**src/rate_match_defines.svh**
```systemverilog
// constants for the rate-match status mapping block
`ifndef RATE_MATCH_DEFINES_SVH
`define RATE_MATCH_DEFINES_SVH

// status codes on the two-bit status pair
`define RM_CODE_NONE       2'h0
`define RM_CODE_DELETE     2'h1
`define RM_CODE_INSERT     2'h2
`define RM_CODE_EMPTY      2'h2
`define RM_CODE_FULL       2'h3

// 9-bit control characters (control bit at bit 8)
`define RM_PAD_CHAR        9'h1F7
`define RM_BAD_END_CHAR    9'h1FE

// status pair positions within each 16-bit slice of the receive bus
`define RM_SLICE_WIDTH     16
`define RM_PAIR_LSB        13
`define RM_CHAR_WIDTH      9
`define RM_CODE_WIDTH      2

// slice indices for the fixed pairs of the other protocols
`define RM_NARROW_SLICE    0
`define RM_WIDE_SLICE      2

`endif

```
**src/rate_match_pkg.sv**
```systemverilog
// types shared by the rate-match status mapping block
package rate_match_pkg;

	// protocol family selecting how status is reported
	typedef enum logic [1:0] {
		proto_coded_dw = 2'h0,	// pcie pipe, basic double width
		proto_flag_dw  = 2'h1,	// xaui, gige, serial rapidio double width
		proto_other    = 2'h2	// all other protocols
	} proto_type;

endpackage : rate_match_pkg

```
**src/rate_match_slice.sv**
```systemverilog
// one 16-bit receive slice with its status pair merged in
`timescale 1ns/10ps
`include "rate_match_defines.svh"

module rate_match_slice #(
	parameter int W = 16
) (
	// slice data
	input  wire logic [W-1:0] data_in,
	input  wire logic         put_code,
	input  wire logic [1:0]   code,
	// merged slice
	output logic      [W-1:0] data_out
);

	// overwrite the pair only when this slice carries status
	always_comb begin
		data_out = data_in;
		if (put_code) begin
			data_out[`RM_PAIR_LSB +: `RM_CODE_WIDTH] = code;
		end
	end

endmodule : rate_match_slice

```
**src/rate_match_status_mapping.sv**
```systemverilog
// rate-match status mapping onto the receive data bus
`timescale 1ns/10ps
`include "rate_match_defines.svh"

module rate_match_status_mapping #(
	parameter int DATA_W   = 64,
	parameter int SLICES   = 4
) (
	// clock and reset
	input  wire logic                     ref_clk,
	input  wire logic                     arst_n,
	input  wire logic                     clk_en,
	// configuration
	input  wire logic                     simple_if_en,
	input  wire logic                     status_en,
	input  wire rate_match_pkg::proto_type proto,
	input  wire logic                     wide_fabric,
	input  wire logic [1:0]               status_slice,
	input  wire logic                     empty_use_bad_end,
	// receive word from the pcs, with buffer events
	input  wire logic [DATA_W-1:0]        pcs_data,
	input  wire logic                     pcs_valid,
	input  wire logic                     buf_full,
	input  wire logic                     buf_empty,
	input  wire logic                     buf_insert,
	input  wire logic                     buf_delete,
	// receive word to the fabric
	output logic      [DATA_W-1:0]        rx_data,
	output logic                          rx_valid,
	output logic                          rate_buffer_full_flag,
	output logic                          rate_buffer_empty_flag
);

	// ----------------------------------------
	// input timing
	// ----------------------------------------

	// every input comes from the pcs on ref_clk, so no synchroniser is placed:
	// one would delay the status against the word it belongs to
	// configuration inputs are expected to change only while the link is idle

	// ----------------------------------------
	// status code selection
	// ----------------------------------------

	logic [1:0]        code;
	logic              is_empty;
	logic              coded;
	logic              flagged;
	logic [SLICES-1:0] put;
	logic [DATA_W-1:0] base;
	logic [DATA_W-1:0] merged;

	// full outranks empty, which outranks the insert and delete events
	always_comb begin
		code     = `RM_CODE_NONE;
		is_empty = 1'b0;
		if (buf_full) begin
			code = `RM_CODE_FULL;
		end else if (buf_empty) begin
			code     = `RM_CODE_EMPTY;
			is_empty = 1'b1;
		end else if (buf_insert) begin
			code = `RM_CODE_INSERT;
		end else if (buf_delete) begin
			code = `RM_CODE_DELETE;
		end
	end

	// ----------------------------------------
	// placement of the code
	// ----------------------------------------

	// flag protocols never code status into the bus, so the data stays clean
	assign flagged = (proto == rate_match_pkg::proto_flag_dw);
	assign coded   = simple_if_en && status_en && !flagged;

	// pick the slice that carries the pair
	// the four slices cover every status_slice index, so no index leaves the code unplaced
	always_comb begin
		put = '0;
		if (coded) begin
			if (proto == rate_match_pkg::proto_coded_dw) begin
				put[status_slice] = 1'b1;
			end else if (wide_fabric) begin
				put[`RM_WIDE_SLICE] = 1'b1;	// pair 46:45
			end else begin
				put[`RM_NARROW_SLICE] = 1'b1;	// pair 14:13
			end
		end
	end

	// an empty word carries a pad or bad-end character in the low byte lane
	// the character is written before the merge, so the pair above it always wins
	always_comb begin
		base = pcs_data;
		if (coded && is_empty) begin
			if (empty_use_bad_end) begin
				base[`RM_CHAR_WIDTH-1:0] = `RM_BAD_END_CHAR;
			end else begin
				base[`RM_CHAR_WIDTH-1:0] = `RM_PAD_CHAR;
			end
		end
	end

	// one merge per 16-bit slice
	genvar gi;
	generate
		for (gi = 0; gi < SLICES; gi++) begin : g_slice
			rate_match_slice #(
				.W (`RM_SLICE_WIDTH)
			) rate_match_slice_inst (
				.data_in  (base[gi*`RM_SLICE_WIDTH +: `RM_SLICE_WIDTH]),
				.put_code (put[gi]),
				.code     (code),
				.data_out (merged[gi*`RM_SLICE_WIDTH +: `RM_SLICE_WIDTH])
			);
		end
	endgenerate

	// ----------------------------------------
	// output registers
	// ----------------------------------------

	// each output group keeps its own next-value logic and register, so a
	// change to one group cannot disturb the hold behaviour of another

	logic [DATA_W-1:0] data_d;
	logic [DATA_W-1:0] data_q;
	logic              valid_d;
	logic              valid_q;
	logic              full_d;
	logic              full_q;
	logic              empty_d;
	logic              empty_q;

	// ----------------------------------------
	// merged word register
	// ----------------------------------------

	// the buffer decides insert and delete timing within gaps; we only report it
	always_comb begin
		data_d = data_q;	// clk_en low freezes the word
		if (clk_en) begin
			data_d = merged;
		end
	end

	always_ff @(posedge ref_clk or negedge arst_n) begin
		if (!arst_n) begin
			data_q <= '0;
		end else begin
			data_q <= data_d;
		end
	end

	// ----------------------------------------
	// word qualifier register
	// ----------------------------------------

	// the qualifier travels with its word so the fabric never pairs a word
	// with the qualifier of its neighbour
	always_comb begin
		valid_d = valid_q;
		if (clk_en) begin
			valid_d = pcs_valid;
		end
	end

	always_ff @(posedge ref_clk or negedge arst_n) begin
		if (!arst_n) begin
			valid_q <= 1'b0;
		end else begin
			valid_q <= valid_d;
		end
	end

	// ----------------------------------------
	// dedicated full and empty flags
	// ----------------------------------------

	// flags stay low for coded protocols so the fabric never sees status twice;
	// they ignore the interface enables since the flag ports stand on their own
	always_comb begin
		full_d  = full_q;
		empty_d = empty_q;
		if (clk_en) begin
			full_d  = flagged && buf_full;
			empty_d = flagged && buf_empty;
		end
	end

	always_ff @(posedge ref_clk or negedge arst_n) begin
		if (!arst_n) begin
			full_q  <= 1'b0;
			empty_q <= 1'b0;
		end else begin
			full_q  <= full_d;
			empty_q <= empty_d;
		end
	end

	// ----------------------------------------
	// outputs straight from the registers
	// ----------------------------------------

	assign rx_data                = data_q;
	assign rx_valid               = valid_q;
	assign rate_buffer_full_flag  = full_q;
	assign rate_buffer_empty_flag = empty_q;

endmodule : rate_match_status_mapping

```
**config.mk**
```make
export PLATFORM = sky130hd
export DESIGN_NAME = rate_match_status_mapping
export DESIGN_NICKNAME = d
export VERILOG_FILES = /design/src/rate_match_pkg.sv /design/src/rate_match_slice.sv /design/src/rate_match_status_mapping.sv
export VERILOG_INCLUDE_DIRS = /design/src
export SDC_FILE = /design/constraint.sdc
export NUM_CORES = 1
export LEC_CHECK = 0
export BUFFER_PORTS_ARGS = -buffer_cell sky130_fd_sc_hd__buf_2
export CAP_MARGIN = 20
export CORE_MARGIN = 3
export CORE_UTILIZATION = 44
export DETAILED_ROUTE_END_ITERATION = 6
export PLACE_DENSITY = 0.79
export SETUP_SLACK_MARGIN = 0.5
export SYNTH_ARGS = -nofsm -noshare
export SYNTH_HDL_FRONTEND = slang
export SYNTH_SLANG_ARGS = --single-unit
export TNS_END_PERCENT = 30
```
**constraint.sdc**
```tcl
create_clock -name ref_clk -period 0.9 [get_ports ref_clk]
set_input_delay 0.135 -clock ref_clk [delete_from_list [all_inputs] [get_ports ref_clk]]
set_output_delay 0.135 -clock ref_clk [all_outputs]
set_load 0.01 [all_outputs]
```
# [Word level (Yosys, flattened, before mapping)]
# Cells that the tools add are included.
[op_classes] n_reduce_logical=8 muxes=21 n_lt_le_gt_ge=2 n_eq_ne=1
[ops] op="$mux 2" n=7
[ops] op="$mux 1" n=10
[ops] op="$mux 9" n=1
[ops] op="$mux 4" n=2
[ops] op="$logic_and 1x1->1" n=6
[ops] op="$lt 2x3->1 const B" n=1
[ops] op="$demux 1 s2" n=1
[ops] op="$eq 2x1->1 const B" n=1
[ops] op="$ge 2x1->1 const B" n=1
[ops] op="$logic_not 2->1" n=1
[ops] op="$logic_not 1->1" n=1
[totals] reg_bits=67 in_bits=80 out_inout_bits=67 word_cells=36

# [Depth between registers and ports, before layout]
[depth] word_depth=7 mapped_depth=4 ltp_nobuf=4

# [Cells and area by module]
# From an unflattened synthesis, not the netlist that was laid out.
[unflattened] hier_cells=239 area_unflattened_um2=3194.3
[by_module_without_submodules] mod="rate_match_status_mapping" instances=1 cells_per_inst=175 area_per_inst_um2=2683.8 seq_area_each_um2=1676.6
[by_module_without_submodules] mod="rate_match_slice" instances=4 cells_per_inst=16 area_per_inst_um2=127.6 seq_area_each_um2=0.0

# [Worst setup path before layout]
# No wires, ideal clock.
[synth_path] path_type="input port to flip-flop" from="input status_slice[1]" to="register data_q[14], in the netlist rx_data[14]" setup_time_ps=127 stages=4 n_path_buf=0 t_arrival_ps=1553 required_ps=773 path_slack_ps=-780 path_cell_list="or4_1 a211oi_2 mux2_2 mux2_1"
[synth_between] elab_chain_len=7 elab_cells_between_ends=8 cone_classes="order compare (2); mux (5); reduce/logical (1)"
[synth_lines] element="start, declared" line_no="rate_match_status_mapping.sv:18" rtl="input wire logic [1:0] status_slice,"
[synth_lines] element="$lt 2x3->1 (implied by the code) or $ge 2x1->1 (tied branches)" line_no="rate_match_status_mapping.sv:84" rtl="put[status_slice] = 1'b1;"
[synth_lines] element="$logic_and 1x1->1 (implied by the code)" line_no="rate_match_status_mapping.sv:84"
[synth_lines] element="$mux 1 (implied by the code)" line_no="rate_match_status_mapping.sv:84"
[synth_lines] element="$demux 1 s2 *" line_no="rate_match_status_mapping.sv:84"
[synth_lines] element="$mux 1 *" line_no="rate_match_status_mapping.sv:83" rtl="if (proto == rate_match_pkg::proto_coded_dw) begin"
[synth_lines] element="$mux 4 *" line_no="rate_match_status_mapping.sv:82" rtl="if (coded) begin"
[synth_lines] element="$mux 2 *" line_no="rate_match_slice.sv:19" rtl="if (put_code) begin"
[synth_lines] element="end signal, assigned" line_no="rate_match_status_mapping.sv:153" rtl="data_q <= data_d;"
[synth_lines] element="end, declared" line_no="rate_match_status_mapping.sv:129" rtl="logic [DATA_W-1:0] data_q;"
# Mark *: on every way between the ends. The rest lies on a longest branch, timed or not.
# A chain may end at the register's enable or synchronous reset.

# [Final worst setup path]
[layout_path] from="input proto[0]" to="register data_q[14], in the netlist rx_data[14]"
[layout_between] elab_chain_len=5 elab_cells_between_ends=7 cone_classes="eq/ne (1); mux (3); reduce/logical (3)"
[layout_lines] element="start, declared" line_no="rate_match_status_mapping.sv:16" rtl="input wire rate_match_pkg::proto_type proto,"
[layout_lines] element="$eq 2x1->1" line_no="rate_match_status_mapping.sv:75" rtl="assign flagged = (proto == rate_match_pkg::proto_flag_dw);"
[layout_lines] element="$logic_not 1->1" line_no="rate_match_status_mapping.sv:76" rtl="assign coded = simple_if_en && status_en && !flagged;"
[layout_lines] element="$logic_and 1x1->1" line_no="rate_match_status_mapping.sv:76"
[layout_lines] element="$mux 4 *" line_no="rate_match_status_mapping.sv:82"
[layout_lines] element="$mux 2 *" line_no="rate_match_slice.sv:19"
# Marked as above.

==> flow_metrics.tcl <==
set metrics [dict create \
    power_per_cell_area_mw_per_mm2 1690 \
    row_count 27 \
    yosys_warnings 0 \
    max_freq_mhz 693 \
    die_x_um 84.6 \
    ys.flop_type "dfrtp_1" \
    synth.distinct_cells 25 \
    htree_levels 3 \
    port_buffers 146 \
    synth.top_cell.area_share_pct 61.8 \
    clock_skew_ps 0 \
    antenna_found_initial 0 \
    die_h_um 84.6 \
    grt_max_degree 68 \
    yosys-top-cells-area "dfrtp_1, mux2_2, mux2_1, nor2_1, a21oi_1" \
    syn_avg_cell_area_um2 14.1 \
    synth_edf_count 0 \
    cap_violations 0 \
    multi_input_area_mm2 0.00125 \
    dp_hpwl_um 5040 \
    place_ws_ps -904 \
    drive_gt1_share_pct 73.9 \
    routed_wl_um 7540 \
    rsz0062_at_grt "yes" \
    start_util_pct 47.3 \
    cts_buffers 9 \
    vias 2271 \
    seq_area_frac_synth_pct 61.8 \
    status "finished, violations left" \
    relSlewSlack_pct 77.1 \
    tightest_slew_ps 339 \
    peakVddDrop_mv 1.12 \
    area_delta_synth_final_pct 63.4 \
    endpoint "rx_data[14]" \
    synthArstFlopShare_pct 100 \
    drt-wirelength-per-cell_um 16.4 \
    first_pass_iters 4 \
    syn_nets 272 \
    synth.ff_latch_count 67 \
    clk-insertion-delay-late_ps 320 \
    clkSinkCount 67 \
    overflow 0 \
    fp.coreArea_mm2 0.00574 \
    netlist_instances 192 \
    drt.antenna.violating_nets 0 \
    violations "hold timing, setup timing" \
    ios 147 \
    drc 0 \
    cp-end-kind "flop" \
    hold_viol_final 67 \
    cts_tree "built" \
    r2r.worst_path.cells 2 \
    yosysTopAreaCell "dfrtp_1" \
    r2r_end "rx_data[21]" \
    root_buffer "clkbuf_8" \
    drt-vias-per-instance 4.95 \
    cts_buffer_depth 2 \
    fin_crit_sh_pct 160 \
    nets 462 \
    fillCellCount 366 \
    slew_viol_final 0 \
    p_leak_nw 2.25 \
    layout_min_cycle_time_ps 1440 \
    finalSetupViolations 84 \
    worstPathRequired_ps 1110 \
    r2r-start "rx_data[21]" \
    worstSetupPathType "primary input to flop" \
    grt.total_usage_pct 20.6 \
    n_antenna_cell 0 \
    reg2reg_setup_slack_ps 0 \
    whs_ps -189 \
    grt_pass1_wl_um 11600 \
    power_mw 7.50 \
    drt_iter0_drc 67 \
    fp.dieArea_mm2 0.00715 \
    clkTransAtPathRegs_ps 70 \
    cp-start-kind "primary input" \
    syn_area_mm2 0.00272 \
    grt_pass1_vias 2413 \
    worst_ep_arrival_time_ps 1650 \
    crit_fanout 3 \
    place_congestion 0.788 \
    regArea_mm2 0.00168 \
    crit_path_start "proto[0]" \
    hp-class "primary input to asynchronous set/reset pin" \
    setup_ws_ps -543 \
]
[registers in the layout, summed over array words and instances (netlist names)]
signal,cells
rate_buffer_full_flag,1
rx_data,64
rate_buffer_empty_flag,1
rx_valid,1
[synthesized netlist by cell type (2+ instances only)]
library cell and number:
a211oi_2 2, a21oi_1 7, clkbuf_1 9, dfrtp_1 67
inv_1 5, mux2_1 6, mux2_2 54, nand2_1 3
nand3_1 5, nor2_1 16, o21ai_0 3, o221ai_1 2
[per-layer routing]
layer	global-route usage, %	part of all wire (%)	up-vias
met1	25.8	40	1099
met4	8.92	2.0	0
met5	0	0	-
met2	34.0	51	105
li1	-	-	1051
met3	5.10	7.1	16
[cell type report]
class / count / share of cell area [%]
inverters: 5 / 0.423
well taps: 72 / 2.03
repair buffers: 188 / 27.3
clock buffers: 9 / 2.79
clock inverters: 7 / 1.55
flip-flops and latches: 67 / 37.8
multi-input cells: 111 / 28.1
[layout by cell type (no fill, tap or decap), types with 2 or more instances in the layout]
master and count:
buf_8 2, mux2_2 20, a21oi_2 4, buf_6 19
clkinv_2 3, o21ai_0 2, a21oi_1 3, nor2_4 3
a211oi_4 2, nand3_1 2, nand3_2 3, buf_2 135
o221ai_2 2, inv_1 5, clkinvlp_4 2, buf_12 4
nand2_1 3, mux2_4 40, clkbuf_8 9, nor2_1 12
or4b_4 2, buf_4 28, dfrtp_1 67
[critical path, stage by stage]
cell and delay [ps]:
buf_8 100, or4_4 540, a211oi_4 290, mux2_4 330
mux2_4 260
[timing repair]
item,CTS,global route
setup endpoints to repair,134,134
setup buffers,13,10
endpoints found under the hold margin,67,67
resized for setup,35,19
pin swaps,12,6
gates cloned,1,0
[cell families (layout without fill, tap and decap cells)]
group	Yosys count	after routing	share of synthesized area (%)
buf+inv	14	209	1.94
flops	67	67	61.8
mux	60	60	24.9
simple gates	32	32	6.54
compound gates	19	19	4.88
[worst min path at each step]
| stage | slack, ps | end | start | depth (start not counted) |
|---|---|---|---|---|
| after detailed placement | 180 | rx_data[41] | arst_n | 2 |
| after floorplan | -160 | rate_buffer_empty_flag | arst_n | 0 |
| after global placement | 170 | rx_data[41] | arst_n | 2 |
| after global routing | -180 | rx_data[37] | arst_n | 2 |
| final | -190 | rx_data[41] | arst_n | 2 |
| after CTS | -190 | rx_data[19] | arst_n | 2 |
[report_power, final]
| group | internal, mW | switching [mW] |
|---|---|---|
| combinational | 0.941 | 0.699 |
| clock | 1.27 | 1.12 |
| sequential | 3.31 | 0.165 |
[per-stage QoR]
stage               instance area [um2]  util (%)  hold slack [ps]  TNS, ps  cells
floorplan                          2950         -             -161    -8220    192
global placement                   3830      66.6              172   -12610    419
detailed placement                 3830      66.6              179   -14080    419
CTS                                4260      74.2             -186   -12410    449
global route                       4440      77.2             -180   -15240    459
finish                             4440      77.2             -189   -11830    459
No activity file was read; power rests on OpenSTA's default activity.
